--- config.mk ---
export PLATFORM = sky130hd
export DESIGN_NAME = bpi_core
export DESIGN_NICKNAME = d
export VERILOG_FILES = /design/src/rtl/bpi_pkg.sv /design/src/rtl/bpi_stack_mem.sv /design/src/rtl/bpi_core.sv
export VERILOG_INCLUDE_DIRS = /design/src /design/src/rtl
export SDC_FILE = /design/constraint.sdc
export NUM_CORES = 1
export LEC_CHECK = 0
export BUFFER_PORTS_ARGS = -buffer_cell sky130_fd_sc_hd__buf_2
export CAP_MARGIN = 10
export CELL_PAD_IN_SITES_DETAIL_PLACEMENT = 1
export CELL_PAD_IN_SITES_GLOBAL_PLACEMENT = 1
export CORE_MARGIN = 2
export CORE_UTILIZATION = 29
export CTS_CLUSTER_DIAMETER = 100
export DETAILED_ROUTE_END_ITERATION = 8
export PLACE_DENSITY = 0.58
export SYNTH_ARGS = -nofsm -noshare
export SYNTH_HDL_FRONTEND = slang
export SYNTH_SLANG_ARGS = --single-unit
--- constraint.sdc ---
create_clock -name sys_clk -period 18.07 [get_ports sys_clk]
set_clock_uncertainty 0.05 [all_clocks]
set_input_delay 3.614 -clock sys_clk [delete_from_list [all_inputs] [get_ports sys_clk]]
set_output_delay 3.614 -clock sys_clk [all_outputs]
set_load 0.01 [all_outputs]
--- src/rtl/bpi_defs.svh ---
// constants for the bit pattern interpolation block
`ifndef BPI_DEFS_SVH
`define BPI_DEFS_SVH
`define BPI_CMD_START   8'h34
`define BPI_CMD_WR_EN   8'h36
`define BPI_CMD_WR_DIS  8'h37
`define BPI_CMD_STACK   8'h38
`define BPI_CMD_CLEAR   8'h39
`define BPI_CMD_IRQ_CLR 8'h3d
`define BPI_MODE_IRQ_EN 15
`define BPI_MODE_SPD_HI 9
`define BPI_MODE_SPD_LO 8
`define BPI_ST_BUSY     8
`define BPI_ST_SC_HI    14
`define BPI_ST_SC_LO    13
`define BPI_SC_EMPTY    2'h0
`define BPI_SC_ONE      2'h1
`define BPI_SC_TWO      2'h2
`define BPI_SC_FULL     2'h3
`define BPI_LAST_SLOT   2'h2
`define BPI_LAST_UNIT   4'hf
`define BPI_SEL_XP      2'h0
`define BPI_SEL_XM      2'h1
`define BPI_SEL_YP      2'h2
`define BPI_SEL_YM      2'h3
`define BPI_STATUS_RST  16'h0000
`endif

--- src/rtl/bpi_pkg.sv ---
// types shared by the bit pattern interpolation block
package bpi_pkg;
    typedef enum logic [3:0] {
        S_IDLE  = 4'b0001,
        S_FETCH = 4'b0010,
        S_LOAD  = 4'b0100,
        S_UNIT  = 4'b1000
    } bpi_state_type;
    typedef logic [1:0]  bpi_ptr_type;
    typedef logic [63:0] bpi_set_type;
endpackage

--- src/rtl/bpi_stack_mem.sv ---
// three-slot pattern set memory with registered read data
`timescale 1ns/1ps
`default_nettype none
module bpi_stack_mem (
    input  wire logic                sys_clk,
    input  wire logic                nrst,
    input  wire logic                wr_en,
    input  wire bpi_pkg::bpi_ptr_type wr_addr,
    input  wire bpi_pkg::bpi_set_type wr_data,
    input  wire bpi_pkg::bpi_ptr_type rd_addr,
    output var  bpi_pkg::bpi_set_type rd_data
);
    import bpi_pkg::*;

    bpi_set_type mem [0:2];

    always_ff @(posedge sys_clk) begin
        if (wr_en) begin
            mem[wr_addr] <= wr_data;
        end
    end

    always_ff @(posedge sys_clk or negedge nrst) begin
        if (!nrst) begin
            rd_data <= 64'h0;
        end else begin
            rd_data <= mem[rd_addr];
        end
    end
endmodule
`default_nettype wire

--- src/rtl/bpi_core.sv ---
// two-axis bit pattern interpolation with stacking, interrupt and constant vector speed
`include "bpi_defs.svh"
`timescale 1ns/1ps
`default_nettype none
module bpi_core (
    input  wire logic        sys_clk,
    input  wire logic        nrst,
    input  wire logic        cmd_wr,
    input  wire logic [7:0]  command_reg,
    input  wire logic        pat_wr,
    input  wire logic [1:0]  pat_sel,
    input  wire logic [15:0] pat_data,
    input  wire logic [15:0] mode_config_reg,
    input  wire logic [15:0] x_range_period,
    input  wire logic [15:0] y_range_period,
    input  wire logic [15:0] pulse_high_width,
    output logic             x_plus_pulse,
    output logic             x_minus_pulse,
    output logic             y_plus_pulse,
    output logic             y_minus_pulse,
    output logic             irq_out_n_o,
    output logic             irq_out_n_oe,
    output logic [15:0]      main_status_reg
);
    import bpi_pkg::*;

    function automatic bpi_ptr_type slot_inc(input bpi_ptr_type p);
        slot_inc = (p == `BPI_LAST_SLOT) ? 2'h0 : p + 2'h1;
    endfunction

    bpi_state_type state;
    bpi_state_type next_state;
    bpi_ptr_type   stack_count;
    bpi_ptr_type   next_count;
    bpi_ptr_type   wr_ptr;
    bpi_ptr_type   rd_ptr;
    bpi_set_type   cur_set;
    bpi_set_type   rd_data;
    logic [15:0]   stage [0:3];
    logic          wr_enabled;
    logic          irq_pending;
    logic [3:0]    bit_idx;
    logic [15:0]   unit_cnt;
    logic [15:0]   period_q;
    logic [15:0]   width_q;
    logic          cmd_start;
    logic          cmd_stack;
    logic          cmd_clear;
    logic          cmd_irq_clr;
    logic          push;
    logic          pop;
    logic          unit_start;
    logic          unit_end;
    logic          end_code;
    logic          finish;
    logic          bit_xp;
    logic          bit_xm;
    logic          bit_yp;
    logic          bit_ym;
    logic          vec_both;
    logic          irq_set;
    logic          irq_clr;

    assign cmd_start   = cmd_wr && (command_reg == `BPI_CMD_START);
    assign cmd_stack   = cmd_wr && (command_reg == `BPI_CMD_STACK);
    assign cmd_clear   = cmd_wr && (command_reg == `BPI_CMD_CLEAR);
    assign cmd_irq_clr = cmd_wr && (command_reg == `BPI_CMD_IRQ_CLR);

    // pattern bits for the current time unit, sets consumed lowest bit first
    assign bit_xp = cur_set[{2'h0, bit_idx}];
    assign bit_xm = cur_set[{2'h1, bit_idx}];
    assign bit_yp = cur_set[{2'h2, bit_idx}];
    assign bit_ym = cur_set[{2'h3, bit_idx}];

    assign unit_start = (state == S_UNIT) && (unit_cnt == 16'h0);
    assign unit_end   = (state == S_UNIT) && (unit_cnt != 16'h0)
                        && (({1'b0, unit_cnt} + 17'h1) >= {1'b0, period_q});
    assign end_code   = unit_start && bit_xp && bit_xm;
    assign pop        = unit_end && (bit_idx == `BPI_LAST_UNIT);
    assign push       = cmd_stack && (stack_count != `BPI_SC_FULL);
    assign vec_both   = (mode_config_reg[`BPI_MODE_SPD_HI:`BPI_MODE_SPD_LO] == 2'h1)
                        && (bit_xp ^ bit_xm) && (bit_yp ^ bit_ym);

    always_comb begin
        next_count = stack_count;
        if (cmd_clear || end_code) begin
            next_count = `BPI_SC_EMPTY;
        end else if (push && !pop) begin
            next_count = stack_count + 2'h1;
        end else if (pop && !push) begin
            next_count = stack_count - 2'h1;
        end
    end

    always_comb begin
        next_state = state;
        case (state)
            S_IDLE: begin
                if (cmd_start && stack_count != `BPI_SC_EMPTY) begin
                    next_state = S_FETCH;
                end
            end
            S_FETCH: begin
                next_state = S_LOAD;
            end
            S_LOAD: begin
                next_state = S_UNIT;
            end
            S_UNIT: begin
                if (end_code) begin
                    next_state = S_IDLE;
                end else if (pop) begin
                    next_state = (next_count == `BPI_SC_EMPTY) ? S_IDLE : S_FETCH;
                end
            end
            default: begin
                next_state = S_IDLE;
            end
        endcase
        if (cmd_clear) begin
            next_state = S_IDLE;
        end
    end

    assign finish  = (state != S_IDLE) && (next_state == S_IDLE);
    assign irq_set = (state != S_IDLE) && mode_config_reg[`BPI_MODE_IRQ_EN]
                     && (stack_count == `BPI_SC_TWO) && (next_count == `BPI_SC_ONE);
    assign irq_clr = cmd_stack || cmd_irq_clr || finish;

    bpi_stack_mem u_mem (
        .sys_clk (sys_clk),
        .nrst    (nrst),
        .wr_en   (push),
        .wr_addr (wr_ptr),
        .wr_data ({stage[3], stage[2], stage[1], stage[0]}),
        .rd_addr (rd_ptr),
        .rd_data (rd_data)
    );

    always_ff @(posedge sys_clk or negedge nrst) begin
        if (!nrst) begin
            wr_enabled <= 1'b0;
        end else if (cmd_wr && command_reg == `BPI_CMD_WR_EN) begin
            wr_enabled <= 1'b1;
        end else if (cmd_wr && command_reg == `BPI_CMD_WR_DIS) begin
            wr_enabled <= 1'b0;
        end
    end

    // staging words; a full stack refuses them so a held set is never corrupted
    always_ff @(posedge sys_clk or negedge nrst) begin
        if (!nrst) begin
            stage[0] <= 16'h0;
            stage[1] <= 16'h0;
            stage[2] <= 16'h0;
            stage[3] <= 16'h0;
        end else if (pat_wr && wr_enabled && stack_count != `BPI_SC_FULL) begin
            stage[pat_sel] <= pat_data;
        end
    end

    always_ff @(posedge sys_clk or negedge nrst) begin
        if (!nrst) begin
            stack_count <= `BPI_SC_EMPTY;
            wr_ptr      <= 2'h0;
            rd_ptr      <= 2'h0;
        end else begin
            stack_count <= next_count;
            if (cmd_clear || end_code) begin
                wr_ptr <= 2'h0;
                rd_ptr <= 2'h0;
            end else begin
                if (push) begin
                    wr_ptr <= slot_inc(wr_ptr);
                end
                if (pop) begin
                    rd_ptr <= slot_inc(rd_ptr);
                end
            end
        end
    end

    always_ff @(posedge sys_clk or negedge nrst) begin
        if (!nrst) begin
            state <= S_IDLE;
        end else begin
            state <= next_state;
        end
    end

    always_ff @(posedge sys_clk or negedge nrst) begin
        if (!nrst) begin
            cur_set  <= 64'h0;
            bit_idx  <= 4'h0;
            unit_cnt <= 16'h0;
            period_q <= 16'h0;
            width_q  <= 16'h0;
        end else if (state == S_LOAD) begin
            cur_set  <= rd_data;
            bit_idx  <= 4'h0;
            unit_cnt <= 16'h0;
        end else if (state == S_UNIT) begin
            if (unit_start) begin
                period_q <= vec_both ? y_range_period : x_range_period;
                width_q  <= pulse_high_width;
                unit_cnt <= 16'h1;
            end else if (unit_end) begin
                unit_cnt <= 16'h0;
                bit_idx  <= bit_idx + 4'h1;
            end else begin
                unit_cnt <= unit_cnt + 16'h1;
            end
        end
    end

    // pulses rise at unit start and fall after the fixed high width
    always_ff @(posedge sys_clk or negedge nrst) begin
        if (!nrst) begin
            x_plus_pulse  <= 1'b0;
            x_minus_pulse <= 1'b0;
            y_plus_pulse  <= 1'b0;
            y_minus_pulse <= 1'b0;
        end else if (unit_start && !end_code && !cmd_clear) begin
            x_plus_pulse  <= bit_xp && !bit_xm;
            x_minus_pulse <= bit_xm && !bit_xp;
            y_plus_pulse  <= bit_yp && !bit_ym;
            y_minus_pulse <= bit_ym && !bit_yp;
        end else if (state != S_UNIT || unit_cnt == width_q) begin
            x_plus_pulse  <= 1'b0;
            x_minus_pulse <= 1'b0;
            y_plus_pulse  <= 1'b0;
            y_minus_pulse <= 1'b0;
        end
    end

    // set wins over a clear arriving in the same cycle
    always_ff @(posedge sys_clk or negedge nrst) begin
        if (!nrst) begin
            irq_pending <= 1'b0;
        end else if (irq_set) begin
            irq_pending <= 1'b1;
        end else if (irq_clr) begin
            irq_pending <= 1'b0;
        end
    end

    always_ff @(posedge sys_clk or negedge nrst) begin
        if (!nrst) begin
            irq_out_n_o  <= 1'b0;
            irq_out_n_oe <= 1'b1;
        end else begin
            irq_out_n_o  <= 1'b0;
            irq_out_n_oe <= !(irq_set || (irq_pending && !irq_clr));
        end
    end

    always_ff @(posedge sys_clk or negedge nrst) begin
        if (!nrst) begin
            main_status_reg <= `BPI_STATUS_RST;
        end else begin
            main_status_reg <= `BPI_STATUS_RST;
            main_status_reg[`BPI_ST_SC_HI:`BPI_ST_SC_LO] <= next_count;
            main_status_reg[`BPI_ST_BUSY] <= (next_state != S_IDLE);
        end
    end

    irq_on_drop_a: assert property (@(posedge sys_clk) disable iff (!nrst)
        irq_set |=> !irq_out_n_oe) else $error("irq not raised on count drop");
    irq_masked_a: assert property (@(posedge sys_clk) disable iff (!nrst)
        (irq_out_n_oe && !mode_config_reg[`BPI_MODE_IRQ_EN]) |=> irq_out_n_oe)
        else $error("irq raised while disabled");
    irq_stack_rel_a: assert property (@(posedge sys_clk) disable iff (!nrst)
        (cmd_stack && !irq_set) |=> irq_out_n_oe) else $error("stack command left irq low");
    irq_clr_rel_a: assert property (@(posedge sys_clk) disable iff (!nrst)
        (cmd_irq_clr && !irq_set) |=> irq_out_n_oe) else $error("irq clear command ignored");
    irq_end_rel_a: assert property (@(posedge sys_clk) disable iff (!nrst)
        $fell(main_status_reg[`BPI_ST_BUSY]) |-> irq_out_n_oe) else $error("irq held after finish");
    full_refuse_a: assert property (@(posedge sys_clk) disable iff (!nrst)
        (pat_wr && stack_count == `BPI_SC_FULL) |=> stage[$past(pat_sel)] == $past(stage[pat_sel]))
        else $error("pattern write taken with full stack");
    count_push_a: assert property (@(posedge sys_clk) disable iff (!nrst)
        (push && !pop && !cmd_clear && !end_code) |=> stack_count == $past(stack_count) + 2'h1)
        else $error("push did not raise count");
    pulse_width_a: assert property (@(posedge sys_clk) disable iff (!nrst)
        (x_plus_pulse || x_minus_pulse || y_plus_pulse || y_minus_pulse)
        |-> (unit_cnt >= 16'h1 && unit_cnt <= width_q)) else $error("pulse width wrong");
    vector_period_a: assert property (@(posedge sys_clk) disable iff (!nrst)
        (unit_start && !end_code && !cmd_clear)
        |=> period_q == ($past(vec_both) ? $past(y_range_period) : $past(x_range_period)))
        else $error("wrong range chosen for period");
    end_code_a: assert property (@(posedge sys_clk) disable iff (!nrst)
        end_code |=> (stack_count == `BPI_SC_EMPTY) && !main_status_reg[`BPI_ST_BUSY])
        else $error("end code did not stop");
    pulse_map_a: assert property (@(posedge sys_clk) disable iff (!nrst)
        (unit_start && !end_code && !cmd_clear) |=> x_plus_pulse == $past(bit_xp && !bit_xm)
        && y_minus_pulse == $past(bit_ym && !bit_yp)) else $error("pulse does not follow bit");
endmodule
`default_nettype wire

# Yosys cells after proc, flatten, opt, wreduce, memory -nomap -nowiden
# Memory sizes are Yosys's and may differ from the RTL's. A register that Yosys moved wholly into a read port is not among the register bits.
# Cells that the tools add are included.
[totals]
register_bits = 200
ram_bits = 192
word_cells = 170
n_memories = 1
[mem_list]
columns = ["name", "words", "width", "read_ports", "rd_ports_with_merged_regs", "write_ports", "line", "text"]
rows = [
  ["u_mem.mem", 3, 64, 1, 1, 1, "bpi_stack_mem.sv:15", "bpi_set_type mem [0:2];"],
]
[op_classes]
n_addsub = 7
magnitude_cmp = 7
n_eq_ne = 23
n_mux = 46
bitwise = 4
n_reduce_logical = 61
[op_table]
columns = ["operator", "n"]
rows = [
  ["$mux 16", 6],
  ["$bwmux 64", 1],
  ["$eq 8x6->1 const B", 6],
  ["$demux 16 s2", 1],
  ["$logic_and 1x1->1", 32],
  ["$mux 4", 8],
  ["$mux 2", 10],
  ["$add 16x1->17 const B", 1],
  ["$ge 17x16->1", 1],
  ["$add 16x1->16 const B", 1],
  ["$bmux 1 s4", 4],
  ["$eq 16x16->1", 1],
  ["$logic_not 16->1", 1],
  ["$pmux 4 s4", 1],
  ["$reduce_bool 16->1", 1],
  ["$reduce_bool 2->1", 8],
  ["$mux 1", 15],
  ["$lt 6x7->1 const B", 2],
  ["$logic_not 1->1", 11],
  ["$eq 4x1->1 const B", 2],
  ["$eq 4x4->1 const B", 2],
  ["$ne 4x1->1 const B", 2],
  ["$lt 4x7->1 const B", 1],
  ["$lt 5x7->1 const B", 1],
  ["other kinds (18)", 29],
]

# Longest topological paths before layout
[logic_depth]
depth_word = 21
depth_mapped = 17
mapped_depth_nobuf = 15

# Modules after synthesis
# A second synthesis with hierarchy kept.
[hier_totals]
cells_unflattened = 1284
hier_area_um2 = 18370.1
[by_module_without_submodules]
columns = ["module", "instances", "cells_each", "area_each_um2"]
rows = [
  ["bpi_core", 1, 812, 9613.0],
  ["bpi_stack_mem", 1, 472, 8757.1],
]

# Least setup slack after synthesis
# OpenSTA, ideal clock, no wires.
[synth_timing]
path_kind = "input to register"
startpoint = "input command_reg[5]"
endpoint = "memory u_mem.mem[1][0] (netlist bit) (enable)"
t_arrival_ns = 9.349
required_time_ns = 17.439
slack_ns = 8.090
stages = 5
n_path_buf = 1
path_cell_list = "and3_1 -> nand4b_1 -> or4_1 -> clkbuf_1 -> nor3b_1"
[synth_between]
elab_chain_cells = 5
[synth_lines]
columns = ["item", "line", "text"]
rows = [
  ["start: declaration", "bpi_core.sv:9", "input wire logic [7:0] command_reg,"],
  ["$eq 8x6->1 (no source line)", "--", ""],
  ["$logic_and 1x1->1", "bpi_core.sv:65", "assign cmd_stack = cmd_wr && (command_reg == `BPI_CMD_STACK);"],
  ["$logic_and 1x1->1", "bpi_core.sv:80", "assign push = cmd_stack && (stack_count != `BPI_SC_FULL);"],
  ["$mux 1", "bpi_stack_mem.sv:18", "if (wr_en) begin"],
  ["$mux 1 (not written as such)", "bpi_stack_mem.sv:19", "mem[wr_addr] <= wr_data;"],
  ["end: declaration", "bpi_stack_mem.sv:15", ""],
]
# Every way passes these cells.

# Final worst setup path
[layout_timing]
startpoint = "input command_reg[7]"
endpoint = "memory u_mem.mem[1][36] (netlist bit) (enable)"
# The elaborated chain is that of the path after synthesis.

==> results.ini <==
[status]
outcome = completed

[routing]
antenna_left = 0
wire_per_inst_um = 18.9
vias = 9939
drt-initial-drc-count = 470
drc = 0
viasPerCell = 4.52
postRouteWirelength_mm = 41.7
firstDrtPassIters = 4

[logic_synthesis]
avgSynthCellArea_um2 = 14.9
ys_warn_count = 0
syn-cell-area_mm2 = 0.0183
synth-seq-cells = 454
yosys-top-cells-count = 260 x dfrtp_1, 192 x edfxtp_1, 144 x mux2_2
post-synth-top-count-cell = dfrtp_1
netlist_instances = 1227
yosys-top-cells-area = dfrtp_1 36%, edfxtp_1 32%, mux2_2 8.9%, mux2i_1 4.5%, o21ai_0 2.0%
yosys.area.top_type = dfrtp_1
synth_edf_count = 192
synth-main-ff-cell = dfrtp_1
yosys.area.top_type_share = 0.356
ys_seq_area_frac = 0.674
yosys.cell_types.count = 68
async_flop_share = 0.577

[worst_setup_path]
reg2reg_to = unit_cnt[4]
path_cells = buf_2 -> nor2_1 -> nand4b_1 -> or4_1 -> nor3b_2 -> buf_4
r2r_slack_ns = 13.60
crit_fanout = 65
critPathRequiredTime_ns = 18.24
cp_top_family = simple AND/OR/NAND/NOR gates
worstPathArrival_ns = 6.01
crit_buf_inv = 2
r2r.worst_path.cells = 15
critical_path_class = input pin to flop
crit_path_end_kind = flop
slowest_delay_ns = 0.85
r2r_start = unit_cnt[0]
cp-start-kind = input pin
cp_slowest_cell = buf_4
startpoint = command_reg[7]

[run]
drv_cap = 0

[sta]
timing.fmax_mhz = 171
slew_violations = 0
setup_slack_ns = 12.23
period_needed_ns = 5.84
period_share = 0.323
setup_viol = 0
rsz0062_at_grt = false
hold_slack_ns = 0.405
tightest_slew_ns = 1.11
hold_violations = 0
slew_headroom = 0.259
tns_ns = 0

[layout]
fin_area_mm2 = 0.0212
area_delta_synth_final_pct = 15.9
regArea_mm2 = 0.0123
top_register = u_mem.mem
instances_no_fill = 2199
multi_input_area_mm2 = 0.00559
drive_gt1_frac = 0.269
largest_reg_flops = 192
fill_cells = 6541
final_nets = 1435
n_antenna_cell = 0

[global_routing]
grt_pass1_vias = 10700
antenna_found_initial = 4
grt_first_pass_wirelength_mm = 64.2
gr-total-overflow = 0
grt_use_total = 0.132
grt_max_degree = 87

[floorplanning]
die_height_um = 255
core_area_mm2 = 0.0627
start_util = 0.292
die_w_um = 255
ios = 116
num_rows = 92
dieArea_mm2 = 0.0651

[placed_design]
pre_cts_ws_ns = 11.50
dpl_cell_area_mm2 = 0.0196
place_congestion = 0.736
io_buffer_count = 88
placed_cells = 2113
dp_hpwl_mm = 25.3

[power]
p_per_area_mw_per_mm2 = 111
ir_drop_uv = 77.1
power_leakage_nw = 9.24

[worst_hold_path]
holdPathEnd = u_mem.rd_data[45]
min_path_type = flop to flop
worstHoldPathCells = 2
hold_start = u_mem.mem[2][45]

[clock_tree]
clkSinkCount = 454
clock_latency_ns = 0.61
htreeDepth = 2
cts_buffer_depth = 3
cts_tree = built
numCtsBuffers = 46
cts_root_buf = clkbuf_16
post_cts_buffers = 0
clk_pin_slew_ns = 0.06
ctsResizeCount = 0
ctsHoldBuffers = 0

where the power goes:
part | switching (W) | internal, W | leakage, nW | total (W)
Sequential | 0.0000588 | 0.00116 | 5.16 | 0.00122
Clock | 0.000410 | 0.000560 | 0.774 | 0.000970
Combinational | 0.0000944 | 0.0000828 | 3.31 | 0.000177
cells in the final DEF, fill, tap and decap left out, drive strengths merged, types with 13 or more instances in the layout:
cell	synthesis	routed
conb	1	14
nand3	22	22
buf	32	103
mux4	18	18
xor2	23	23
dfrtp	260	260
edfxtp	192	192
inv	26	26
mux2i	83	83
ha	26	26
nand2	87	87
mux2	144	144
o21ai	79	79
a21oi	30	30
nor2	51	51
clkbuf	44	63
clkinv	0	20
xnor2	13	13
area by class of cell:
cell class | count | area share
well taps | 846 | 0.0499
multi-input cells | 684 | 0.264
flip-flops and latches | 454 | 0.582
inverters | 26 | 0.00460
clock buffers | 63 | 0.0625
clock inverters | 23 | 0.0110
repair buffers | 103 | 0.0266
layer usage:
layer,share of wire,up-vias,track usage
met5,0.00055,-,0
met4,0.022,4,0.0408
li1,-,4586,-
met3,0.038,61,0.0231
met2,0.49,139,0.228
met1,0.45,5149,0.168
per-stage QoR:
stage	power, W	util
after detailed placement	0.00142	0.313
after global routing	0.00247	0.338
after global placement	0.00141	0.313
after floorplan	0.00134	-
final	0.00236	0.338
after CTS	0.00241	0.338
worst max path at each step:
stage	end	depth (start not counted)
2_1_floorplan	u_mem.mem[1][0]	5
3_3_place_gp	u_mem.mem[1][6]	6
3_5_place_dp	u_mem.mem[1][2]	6
4_1_cts	u_mem.mem[1][4]	6
5_1_grt	u_mem.mem[1][4]	6
6_report	u_mem.mem[1][36]	6
cell families (layout without fill, tap and decap cells):
logic type,Yosys count,in the layout,share of synthesized area
AND/OR/NAND/NOR,218,218,0.0597
adder cells (fa/ha/maj),28,28,0.0189
buffers and inverters,102,215,0.0256
AO/OA/AOI/OAI,143,143,0.0475
multiplexers,245,245,0.157
XOR/XNOR,36,36,0.0172
other,1,14,0.000205
flip-flops,454,454,0.674
tightest hold or removal path, stage by stage (launching register included):
cell,delay (ns)
edfxtp_1,0.32
nand2_1,0.04
o21ai_0,0.06
Note: power is estimated with default switching activity, not from simulation.
